[config.mk]
export PLATFORM = sky130hd
export DESIGN_NAME = sfr_reset_recovery
export DESIGN_NICKNAME = d
export VERILOG_FILES = /design/src/hw/sfr_pkg.sv /design/src/hw/sfr_tmr_if.sv /design/src/hw/sfr_reset_recovery.sv /design/src/hw/sfr_recovery_timer.sv
export SDC_FILE = /design/constraint.sdc
export NUM_CORES = 1
export LEC_CHECK = 0
export BUFFER_PORTS_ARGS = -buffer_cell sky130_fd_sc_hd__buf_4
export CAP_MARGIN = 20
export CORE_AREA = 2 2 106 108
export CTS_CLUSTER_SIZE = 10
export DETAILED_ROUTE_END_ITERATION = 8
export DIE_AREA = 0 0 108 110
export PLACE_DENSITY = 0.68
export SLEW_MARGIN = 20
export SYNTH_ARGS = -nofsm -noshare
export SYNTH_HDL_FRONTEND = slang
export SYNTH_SLANG_ARGS = --single-unit
[constraint.sdc]
create_clock -name mclk_in -period 3.7 [get_ports mclk_in]
set_input_delay 0 -clock mclk_in [delete_from_list [all_inputs] [get_ports mclk_in]]
set_output_delay 0 -clock mclk_in [all_outputs]
set_load 0.05 [all_outputs]
[src/hw/sfr_pkg.sv]
// Shared constants and types for the serial flash reset and recovery logic
package sfr_pkg;

  // System clock period
  localparam int unsigned CLK_PERIOD_NS = 10;
  localparam int unsigned NS_PER_US = 1000;
  localparam int unsigned NS_PER_MS = 1000000;

  // Least reset pulse width and the power-on, decode, read and program recoveries, in microseconds
  localparam int unsigned RESET_LOW_WIDTH_US = 10;
  localparam int unsigned REC_POWER_ON_US = 35;
  localparam int unsigned REC_DECODE_US = 40;
  localparam int unsigned REC_READ_US = 40;
  localparam int unsigned REC_PROGRAM_US = 310;
  // Recovery after an interrupted erase or status write, in milliseconds
  localparam int unsigned REC_SECTOR_ERASE_MS = 12;
  localparam int unsigned REC_BLOCK_ERASE_MS = 25;
  localparam int unsigned REC_CHIP_ERASE_MS = 1000;
  localparam int unsigned REC_STATUS_WRITE_MS = 40;

  // Least times round up to whole cycles
  localparam int unsigned RESET_LOW_CYCLES =
    (RESET_LOW_WIDTH_US * NS_PER_US + CLK_PERIOD_NS - 1) / CLK_PERIOD_NS;
  localparam int unsigned REC_POWER_ON_CYCLES =
    (REC_POWER_ON_US * NS_PER_US + CLK_PERIOD_NS - 1) / CLK_PERIOD_NS;
  localparam int unsigned REC_DECODE_CYCLES =
    (REC_DECODE_US * NS_PER_US + CLK_PERIOD_NS - 1) / CLK_PERIOD_NS;
  localparam int unsigned REC_READ_CYCLES =
    (REC_READ_US * NS_PER_US + CLK_PERIOD_NS - 1) / CLK_PERIOD_NS;
  localparam int unsigned REC_PROGRAM_CYCLES =
    (REC_PROGRAM_US * NS_PER_US + CLK_PERIOD_NS - 1) / CLK_PERIOD_NS;
  localparam int unsigned REC_SECTOR_ERASE_CYCLES = REC_SECTOR_ERASE_MS * (NS_PER_MS / CLK_PERIOD_NS);
  localparam int unsigned REC_BLOCK_ERASE_CYCLES = REC_BLOCK_ERASE_MS * (NS_PER_MS / CLK_PERIOD_NS);
  localparam int unsigned REC_CHIP_ERASE_CYCLES = REC_CHIP_ERASE_MS * (NS_PER_MS / CLK_PERIOD_NS);
  localparam int unsigned REC_STATUS_WRITE_CYCLES = REC_STATUS_WRITE_MS * (NS_PER_MS / CLK_PERIOD_NS);

  // Widths
  localparam int unsigned TMR_W = 27;
  localparam int unsigned LOW_CNT_W = 11;
  localparam int unsigned ADDR_W = 4;
  localparam int unsigned DATA_W = 32;

  // Register offsets
  localparam logic [ADDR_W-1:0] REG_CTRL = 4'h0;
  localparam logic [ADDR_W-1:0] REG_OP = 4'h4;
  localparam logic [ADDR_W-1:0] REG_STATUS = 4'h8;

  // Control register fields
  localparam int unsigned CTRL_WEL_BIT = 0;
  localparam int unsigned CTRL_LOCK_BIT = 1;
  localparam int unsigned CTRL_ADDR4_BIT = 2;
  // Operation register field
  localparam int unsigned OP_LSB = 0;
  localparam int unsigned OP_W = 3;
  // Status register fields
  localparam int unsigned STAT_READY_BIT = 0;
  localparam int unsigned STAT_WIP_BIT = 1;
  localparam int unsigned STAT_WEL_BIT = 2;
  localparam int unsigned STAT_LOCK_BIT = 3;
  localparam int unsigned STAT_ADDR4_BIT = 4;
  localparam int unsigned STAT_FRESH_BIT = 5;
  localparam int unsigned STAT_RSTLOW_BIT = 6;
  localparam int unsigned STAT_RECOP_LSB = 8;
  localparam int unsigned STAT_OP_LSB = 12;

  // Idle level of a synchroniser on a high-idle pin
  localparam logic [1:0] SYNC_IDLE = 2'h3;

  // Operation that is running in the array
  typedef enum logic [2:0] {
    OP_NONE, OP_DECODE, OP_READ, OP_PROGRAM,
    OP_SECTOR_ERASE, OP_BLOCK_ERASE, OP_CHIP_ERASE, OP_STATUS_WRITE
  } sfr_op_t;

  // Reset sequencer phases
  typedef enum logic [1:0] {
    ST_STANDBY, ST_RESET_LOW, ST_RECOVER
  } sfr_state_t;

endpackage

[src/hw/sfr_tmr_if.sv]
`timescale 1ns/1ps
// Load and done handshake between the sequencer and its recovery timer
interface sfr_tmr_if;
  logic load; // One-cycle load pulse
  logic [sfr_pkg::TMR_W-1:0] count; // Cycles to wait, valid with load
  logic done; // Level, high once the wait has elapsed
  modport ctl (output load, output count, input done);
  modport tmr (input load, input count, output done);
endinterface

[src/hw/sfr_reset_recovery.sv]
// Added by the designer: the register addresses and strobed register access.
`timescale 1ns/1ps
module sfr_reset_recovery #(
  // Long recoveries, shortenable in simulation
  parameter logic [sfr_pkg::TMR_W-1:0] PROGRAM_REC_CYC =
    sfr_pkg::TMR_W'(sfr_pkg::REC_PROGRAM_CYCLES),
  parameter logic [sfr_pkg::TMR_W-1:0] SECTOR_REC_CYC =
    sfr_pkg::TMR_W'(sfr_pkg::REC_SECTOR_ERASE_CYCLES),
  parameter logic [sfr_pkg::TMR_W-1:0] BLOCK_REC_CYC =
    sfr_pkg::TMR_W'(sfr_pkg::REC_BLOCK_ERASE_CYCLES),
  parameter logic [sfr_pkg::TMR_W-1:0] CHIP_REC_CYC =
    sfr_pkg::TMR_W'(sfr_pkg::REC_CHIP_ERASE_CYCLES),
  parameter logic [sfr_pkg::TMR_W-1:0] SWRITE_REC_CYC =
    sfr_pkg::TMR_W'(sfr_pkg::REC_STATUS_WRITE_CYCLES)
) (
  input wire logic mclk_in,
  input wire logic srst_in,
  input wire logic hw_reset_n_in,
  input wire logic chip_select_n_in,
  input wire logic serial_out_drive_in,
  input wire logic cmd_valid_in,
  input wire logic [7:0] cmd_byte_in,
  input wire logic [sfr_pkg::ADDR_W-1:0] reg_addr_in,
  input wire logic [sfr_pkg::DATA_W-1:0] reg_wdata_in,
  input wire logic reg_wr_in,
  input wire logic reg_rd_in,
  output logic [sfr_pkg::DATA_W-1:0] reg_rdata_out,
  output logic serial_out_oe_out,
  output logic low_power_out,
  output logic op_abort_out,
  output logic cmd_valid_out,
  output logic [7:0] cmd_byte_out,
  output logic ready_out,
  output logic write_enable_latch_out,
  output logic write_in_progress_out,
  output logic lock_bit_out,
  output logic addr_4byte_out
);

  // Whole state of the sequencer
  typedef struct packed {
    sfr_pkg::sfr_state_t st; // Sequencer phase
    logic [1:0] rst_sync; // Reset pin synchroniser
    logic [1:0] cs_sync; // Select pin synchroniser
    logic [sfr_pkg::LOW_CNT_W-1:0] low_cnt; // Cycles seen low
    logic low_done; // Pulse long enough to count
    sfr_pkg::sfr_op_t op; // Operation running now
    sfr_pkg::sfr_op_t rec_op; // Operation the reset hit
    logic fresh; // No command since power-on
    logic write_enable_latch; // Write enable latch
    logic write_in_progress; // Write in progress
    logic lock; // Volatile lock bit
    logic addr4; // Four-byte addressing
    logic oe; // Serial out enable
    logic low_pwr; // Activity cut to minimum
    logic abort; // Abort pulse to the array
    logic ready; // Commands accepted
    logic [7:0] cmd; // Passed command byte
    logic cmd_vld; // Passed command strobe
    logic tmr_load; // Timer load pulse
    logic [sfr_pkg::TMR_W-1:0] tmr_count; // Timer load value
    logic [sfr_pkg::DATA_W-1:0] rdata; // Read answer
  } sfr_main_t;

  // Power-up state: standby, latch cleared, never deep power-down
  localparam sfr_main_t MAIN_RST = '{
    st: sfr_pkg::ST_STANDBY,
    rst_sync: sfr_pkg::SYNC_IDLE,
    cs_sync: sfr_pkg::SYNC_IDLE,
    low_cnt: '0,
    low_done: 1'b0,
    op: sfr_pkg::OP_NONE,
    rec_op: sfr_pkg::OP_NONE,
    fresh: 1'b1,
    write_enable_latch: 1'b0,
    write_in_progress: 1'b0,
    lock: 1'b0,
    addr4: 1'b0,
    oe: 1'b0,
    low_pwr: 1'b0,
    abort: 1'b0,
    ready: 1'b1,
    cmd: '0,
    cmd_vld: 1'b0,
    tmr_load: 1'b0,
    tmr_count: '0,
    rdata: '0
  };

  localparam logic [sfr_pkg::LOW_CNT_W-1:0] LOW_MAX =
    sfr_pkg::LOW_CNT_W'(sfr_pkg::RESET_LOW_CYCLES);

  sfr_main_t q;
  sfr_main_t d;
  logic rst_low; // Synchronised reset pin is low
  logic cs_low; // Synchronised select pin is low
  sfr_pkg::sfr_op_t live_op; // What a reset would interrupt now
  sfr_pkg::sfr_op_t new_op; // Operation written by software

  sfr_tmr_if tmr_bus ();

  // Operations whose interruption leaves the array or latch altered
  function automatic logic is_write_op(input sfr_pkg::sfr_op_t op);
    is_write_op = (op == sfr_pkg::OP_PROGRAM) || (op == sfr_pkg::OP_SECTOR_ERASE) ||
                  (op == sfr_pkg::OP_BLOCK_ERASE) || (op == sfr_pkg::OP_CHIP_ERASE) ||
                  (op == sfr_pkg::OP_STATUS_WRITE);
  endfunction

  // Recovery wait chosen by what the reset interrupted
  function automatic logic [sfr_pkg::TMR_W-1:0] rec_cycles(input sfr_pkg::sfr_op_t op,
                                                           input logic fresh);
    if (fresh && (op == sfr_pkg::OP_NONE)) begin
      rec_cycles = sfr_pkg::TMR_W'(sfr_pkg::REC_POWER_ON_CYCLES);
    end else begin
      case (op)
        sfr_pkg::OP_READ: rec_cycles = sfr_pkg::TMR_W'(sfr_pkg::REC_READ_CYCLES);
        sfr_pkg::OP_PROGRAM: rec_cycles = PROGRAM_REC_CYC;
        sfr_pkg::OP_SECTOR_ERASE: rec_cycles = SECTOR_REC_CYC;
        sfr_pkg::OP_BLOCK_ERASE: rec_cycles = BLOCK_REC_CYC;
        sfr_pkg::OP_CHIP_ERASE: rec_cycles = CHIP_REC_CYC;
        sfr_pkg::OP_STATUS_WRITE: rec_cycles = SWRITE_REC_CYC;
        // Idle or decoding: the decode figure, safe for an idle part too
        default: rec_cycles = sfr_pkg::TMR_W'(sfr_pkg::REC_DECODE_CYCLES);
      endcase
    end
  endfunction

  // Only the second synchroniser stage is looked at
  assign rst_low = !q.rst_sync[1];
  assign cs_low = !q.cs_sync[1];
  assign new_op = sfr_pkg::sfr_op_t'(reg_wdata_in[sfr_pkg::OP_LSB +: sfr_pkg::OP_W]);

  // A select without an array operation means an instruction is decoding
  always_comb begin
    if ((q.op == sfr_pkg::OP_NONE) && cs_low) begin
      live_op = sfr_pkg::OP_DECODE;
    end else begin
      live_op = q.op;
    end
  end

  // Next state of the whole sequencer
  always_comb begin
    d = q;
    d.rst_sync = {q.rst_sync[0], hw_reset_n_in};
    d.cs_sync = {q.cs_sync[0], chip_select_n_in};
    d.abort = 1'b0;
    d.cmd_vld = 1'b0;
    d.tmr_load = 1'b0;
    d.rdata = '0;

    case (q.st)
      // Normal service; a falling reset pin starts width measurement
      sfr_pkg::ST_STANDBY: begin
        if (rst_low) begin
          d.st = sfr_pkg::ST_RESET_LOW;
          d.low_cnt = sfr_pkg::LOW_CNT_W'(1);
          d.low_done = 1'b0;
          d.rec_op = live_op;
        end
      end
      // Pin held low: count it, act once it is wide enough
      sfr_pkg::ST_RESET_LOW: begin
        if (rst_low) begin
          if (!q.low_done && (q.low_cnt >= LOW_MAX - sfr_pkg::LOW_CNT_W'(1))) begin
            d.low_done = 1'b1;
            d.abort = is_write_op(q.op);
            d.op = sfr_pkg::OP_NONE;
            d.write_enable_latch = 1'b0;
            d.write_in_progress = 1'b0;
            d.lock = 1'b0;
            d.addr4 = 1'b0;
          end else if (!q.low_done) begin
            d.low_cnt = q.low_cnt + sfr_pkg::LOW_CNT_W'(1);
          end
        end else if (q.low_done) begin
          // Released after a full pulse: start the recovery wait
          d.st = sfr_pkg::ST_RECOVER;
          d.tmr_load = 1'b1;
          d.tmr_count = rec_cycles(q.rec_op, q.fresh);
        end else begin
          // Too short to be a reset; nothing was disturbed, but a glitch
          // inside recovery must not cut the wait short while the timer runs
          d.st = tmr_bus.done ? sfr_pkg::ST_STANDBY : sfr_pkg::ST_RECOVER;
        end
      end
      // Waiting out recovery; a new pulse restarts the measurement
      sfr_pkg::ST_RECOVER: begin
        if (rst_low) begin
          d.st = sfr_pkg::ST_RESET_LOW;
          d.low_cnt = sfr_pkg::LOW_CNT_W'(1);
          d.low_done = 1'b0;
        end else if (tmr_bus.done && !q.tmr_load) begin
          d.st = sfr_pkg::ST_STANDBY;
        end
      end
      default: begin
        d.st = sfr_pkg::ST_STANDBY;
      end
    endcase

    // Command bytes pass only while ready; the rest are dropped
    if ((q.st == sfr_pkg::ST_STANDBY) && !rst_low && cmd_valid_in && cs_low) begin
      d.cmd_vld = 1'b1;
      d.cmd = cmd_byte_in;
      d.fresh = 1'b0;
    end

    // Register writes are honoured only in standby
    if (reg_wr_in && (q.st == sfr_pkg::ST_STANDBY) && !rst_low) begin
      case (reg_addr_in)
        sfr_pkg::REG_CTRL: begin
          d.write_enable_latch = reg_wdata_in[sfr_pkg::CTRL_WEL_BIT];
          d.lock = reg_wdata_in[sfr_pkg::CTRL_LOCK_BIT];
          d.addr4 = reg_wdata_in[sfr_pkg::CTRL_ADDR4_BIT];
        end
        sfr_pkg::REG_OP: begin
          if (new_op == sfr_pkg::OP_NONE) begin
            // Completion: a finished write disarms the latch
            if (is_write_op(q.op)) begin
              d.write_enable_latch = 1'b0;
            end
            d.write_in_progress = 1'b0;
            d.op = sfr_pkg::OP_NONE;
          end else if ((q.op == sfr_pkg::OP_NONE) && (new_op != sfr_pkg::OP_DECODE)) begin
            // Writes need the latch armed, as the array would demand
            if (!is_write_op(new_op) || q.write_enable_latch) begin
              d.op = new_op;
              d.write_in_progress = is_write_op(new_op);
              d.fresh = 1'b0;
            end
          end
        end
        default: begin
          // Unmapped or read-only offset: write has no effect
        end
      endcase
    end

    // Read answer stands for exactly the following cycle
    if (reg_rd_in) begin
      case (reg_addr_in)
        sfr_pkg::REG_CTRL: begin
          d.rdata[sfr_pkg::CTRL_WEL_BIT] = q.write_enable_latch;
          d.rdata[sfr_pkg::CTRL_LOCK_BIT] = q.lock;
          d.rdata[sfr_pkg::CTRL_ADDR4_BIT] = q.addr4;
        end
        sfr_pkg::REG_OP: begin
          d.rdata[sfr_pkg::OP_LSB +: sfr_pkg::OP_W] = q.op;
        end
        sfr_pkg::REG_STATUS: begin
          d.rdata[sfr_pkg::STAT_READY_BIT] = q.ready;
          d.rdata[sfr_pkg::STAT_WIP_BIT] = q.write_in_progress;
          d.rdata[sfr_pkg::STAT_WEL_BIT] = q.write_enable_latch;
          d.rdata[sfr_pkg::STAT_LOCK_BIT] = q.lock;
          d.rdata[sfr_pkg::STAT_ADDR4_BIT] = q.addr4;
          d.rdata[sfr_pkg::STAT_FRESH_BIT] = q.fresh;
          d.rdata[sfr_pkg::STAT_RSTLOW_BIT] = q.low_pwr;
          d.rdata[sfr_pkg::STAT_RECOP_LSB +: sfr_pkg::OP_W] = q.rec_op;
          d.rdata[sfr_pkg::STAT_OP_LSB +: sfr_pkg::OP_W] = q.op;
        end
        default: begin
          // Unmapped offsets read as zero
        end
      endcase
    end

    // Output qualifiers follow the next phase so they change with it
    d.ready = (d.st == sfr_pkg::ST_STANDBY) && !rst_low;
    d.oe = serial_out_drive_in && (d.st == sfr_pkg::ST_STANDBY) && !rst_low;
    d.low_pwr = (d.st == sfr_pkg::ST_RESET_LOW);
  end

  // State register; power-up lands in standby with the latch clear
  always_ff @(posedge mclk_in) begin
    if (srst_in) begin
      q <= MAIN_RST;
    end else begin
      q <= d;
    end
  end

  // Timer hookup
  assign tmr_bus.load = q.tmr_load;
  assign tmr_bus.count = q.tmr_count;

  sfr_recovery_timer u_timer (
    .mclk_in(mclk_in),
    .srst_in(srst_in),
    .tmr(tmr_bus)
  );

  // Every output comes straight from the state register
  assign reg_rdata_out = q.rdata;
  assign serial_out_oe_out = q.oe;
  assign low_power_out = q.low_pwr;
  assign op_abort_out = q.abort;
  assign cmd_valid_out = q.cmd_vld;
  assign cmd_byte_out = q.cmd;
  assign ready_out = q.ready;
  assign write_enable_latch_out = q.write_enable_latch;
  assign write_in_progress_out = q.write_in_progress;
  assign lock_bit_out = q.lock;
  assign addr_4byte_out = q.addr4;

endmodule

[src/hw/sfr_recovery_timer.sv]
`timescale 1ns/1ps
// Down counter that holds done high once a loaded wait has run out
module sfr_recovery_timer (
  input wire logic mclk_in,
  input wire logic srst_in,
  sfr_tmr_if.tmr tmr
);

  // Whole state of the timer
  typedef struct packed {
    logic [sfr_pkg::TMR_W-1:0] cnt; // Cycles still to run
    logic done; // Wait finished
  } sfr_tmr_state_t;

  sfr_tmr_state_t q;
  sfr_tmr_state_t d;

  // Next state: a load always restarts, even mid-count
  always_comb begin
    d = q;
    if (tmr.load) begin
      d.cnt = tmr.count;
      d.done = 1'b0;
    end else if (!q.done) begin
      // Done lands no sooner than count cycles after the load
      if (q.cnt <= sfr_pkg::TMR_W'(1)) begin
        d.done = 1'b1;
      end else begin
        d.cnt = q.cnt - sfr_pkg::TMR_W'(1);
      end
    end
  end

  // State register; idle timer reads as done
  always_ff @(posedge mclk_in) begin
    if (srst_in) begin
      q <= '{cnt: '0, done: 1'b1};
    end else begin
      q <= d;
    end
  end

  assign tmr.done = q.done;

endmodule

==> out/results.txt <==
Status: complete, no violations
DR vias: 3884
Vias per cell: 5.34
H-tree depth: 3
Wire per inst: 14.2 um
Drt first pass iters: 4
DP Wirelength: 7.04 mm
Met2 Use GR: 29.6%
Setup tns final: 0 ns
Final period util: 78.5%
Required @ worst endpoint: 3.97 ns
Slew headroom: 43.2%
Startpoint Class: flop
GRT overflow: 0
Worst setup path category: reg2reg
Post-synth cell types: 65
RSZ-0062 raised after global routing: false
Critical path arrival: 3.17 ns
Slew Viols, Final: 0
Synth Flop Type: dfxtp_1
Worst r2r path cells: 7
Number of synthesized flops with an enable pin: 0
Met3 usage: 3.82%
R2R Setup Slk: 0.80 ns
CTS Sinks: 100
Top cells by area, synth: dfxtp_1 42%, buf_4 6.3%, nor2_1 5.1%, a21oi_1 3.6%, nand2_1 2.8%
First-pass GRT wire length: 17.3 mm
Fill count: 996
Worst hold start: reg_addr_in[2]
Hold Buf Count CTS: 18
Cells after Synth: 550
Leakage: 2.14 nW
Mean area per synthesized cell: 8.65 um2
Fmax: 0.344 GHz
Synthesized cell area: 4760 um2
Worst reg2reg path endpoint: u_timer.q[2]
CTS tree: built
Fin nets: 638
Initial Utilization: 44.5%
Share of the synthesized area in the top cell type: 42.1%
Post-CTS sizing: 0
Core Footprint: 10700 um2
Antenna cells: 0
Worst Hold Depth: 4
Area grow syn2layout: 12.8%
Setup ws final: 0.797 ns
Final Hold Fails: 0
Crit-path max FO: 13
Met1 usage: 23.7%
DRC Markers: 0
Num CTS Buffers: 9
Setup slack at placement: 0.824 ns
Largest net degree at the start of global routing: 75
Hold Path Sink: lock_bit_out
Period minus WS final: 2.90 ns
Yosys warnings: 0
I/O Buffers: 52
Clock Tree Root: clkbuf_8
#FFs+latches synth: 100
# IOs: 101
Row count: 38
Cell Pwr Density: 355 nW/um2
Die height: 110 um
Worst IR drop on VDD: 164 uV
Clk Latency, worst-skew pair: 0.37 ns
Starting DRT DRC Count: 174
Die W: 108 um
Post-CTS Setup Bufs: 0
CTS Buffer Depth: 2
Post-synthesis async set-or-reset flop share: 0%
Drt total wl: 10.3 mm
Least-Margin Pin Slew: 0.851 ns
Area leader, netlist: dfxtp_1
Worst reg2reg startpoint: u_timer.q[10]
Register area share after synthesis: 42.1%
Worst-path clk slew: 0.10 ns
Clock skew: 0.00466 ns
Initial antenna violation count: 0
Post-DRT Antenna Nets: 0
Crit path capture type: flop
MaxCap Viol Count: 0
Setup-failing EPs final: 0
Min-Delay Path Class: in2reg
Vias in the first global route: 3611
Fraction of layout cells with a size suffix above 1: 15.3%
Die area: 11900 um2
Gr busiest metal: met2
Overall power: 1.91 mW
Gr usage total: 18.2%
Routability cong.: 0.863
-- layout make-up --
cell class                      instances  area (um2)  share of cell area (%)
Inverter                               10        37.5                   0.699
Clock inverter                          6        50.0                   0.932
Timing Repair Buffer                   74         601                    11.2
Multi-Input combinational cell        388        2360                    44.1
Sequential cell                       100        2000                    37.3
Tap cell                              140         175                    3.26
Clock buffer                           10         138                    2.56
-- through the flow --
step | instance area (um2) | hold slack (ns) | util (%) | cells
5_1_grt | 5370 | 0.0741 | 50.2 | 728
3_5_place_dp | 5000 | 0.188 | 46.7 | 694
2_1_floorplan | 4820 | 0.0989 | - | 568
3_3_place_gp | 5000 | 0.186 | 46.7 | 694
4_1_cts | 5370 | 0.0429 | 50.2 | 728
6_report | 5370 | 0.0650 | 50.2 | 728
-- worst max path at each step --
stage                        startpoint            end  slack (ns)  depth (start not counted)
after global routing      u_timer.q[10]  u_timer.q[15]        0.63                          8
final                     u_timer.q[10]   u_timer.q[2]        0.80                          7
after global placement    u_timer.q[10]  u_timer.q[15]        0.86                          8
after CTS                 u_timer.q[10]   u_timer.q[2]        0.78                          7
after floorplan           u_timer.q[10]  u_timer.q[13]        1.07                          8
after detailed placement  u_timer.q[10]   u_timer.q[2]        0.82                          7
-- cells in the mapped netlist (8+ instances only) --
cell type / instances
a211oi_1: 13
a21oi_1: 34
and2_1: 14
and3_1: 8
buf_4: 40
clkbuf_1: 26
dfxtp_1: 100
inv_1: 9
mux2i_1: 12
nand2_1: 35
nand3_1: 15
nand3b_1: 10
nor2_1: 65
nor3_1: 20
o21ai_0: 11
xnor2_1: 15
xor2_1: 11
-- kinds of logic (layout without fill, tap and decap cells) --
kind of cell               Yosys count  in the layout  share of synthesized area, %
xor gates and xnor gates            26             26                          4.79
buffers and inverters               80            100                          9.63
DFF                                100            100                          42.1
adders and majority gates            3              3                         0.789
muxes                               12             12                          2.53
AOI/OAI and AO/OA                  108            108                          15.8
and+or+nand+nor                    220            220                          24.3
other                                1             19                        0.0788
-- sequential cells by signal (all words and copies together), names as in the netlist, 2 cells and up --
signal / flops
u_timer.q: 27
d: 2
reg_rdata_out: 13
q: 23
tmr_bus.count: 16
cmd_byte_out: 8
-- worst max-delay path, stage by stage (launching register included) --
cell	delay [ns]
dfxtp_1	0.37
or3_4	0.43
or4_1	0.41
or4_4	0.54
a211oi_2	0.31
buf_4	0.27
nor2_2	0.09
a2111oi_2	0.38
-- report_power, final --
part	internal (mW)	leakage [nW]	switching (mW)
Clock	0.267	0.0887	0.396
Sequential	1.08	0.808	0.00844
Combinational	0.0494	1.24	0.100
Total	1.40	2.14	0.504
-- layer usage --
layer,part of all wire (%),up-vias
met1,46,1836
met2,48,89
met3,4.1,16
li1,-,1943
met4,1.8,0
met5,0,-
-- layout by cell type (no fill, tap or decap), types with 9 or more instances in the layout --
cell type	instances
o21ai_0	11
a211oi_1	13
nand3_1	15
dlygate4sd3_1	18
nor3_1	20
mux2i_1	12
xor2_1	11
dfxtp_1	100
nand3b_1	10
nand2_1	35
buf_4	56
nor2_1	65
and2_1	14
a21oi_1	34
inv_1	9
clkbuf_8	10
conb_1	19
xnor2_1	15
Power figures use the tool's default switching activity.
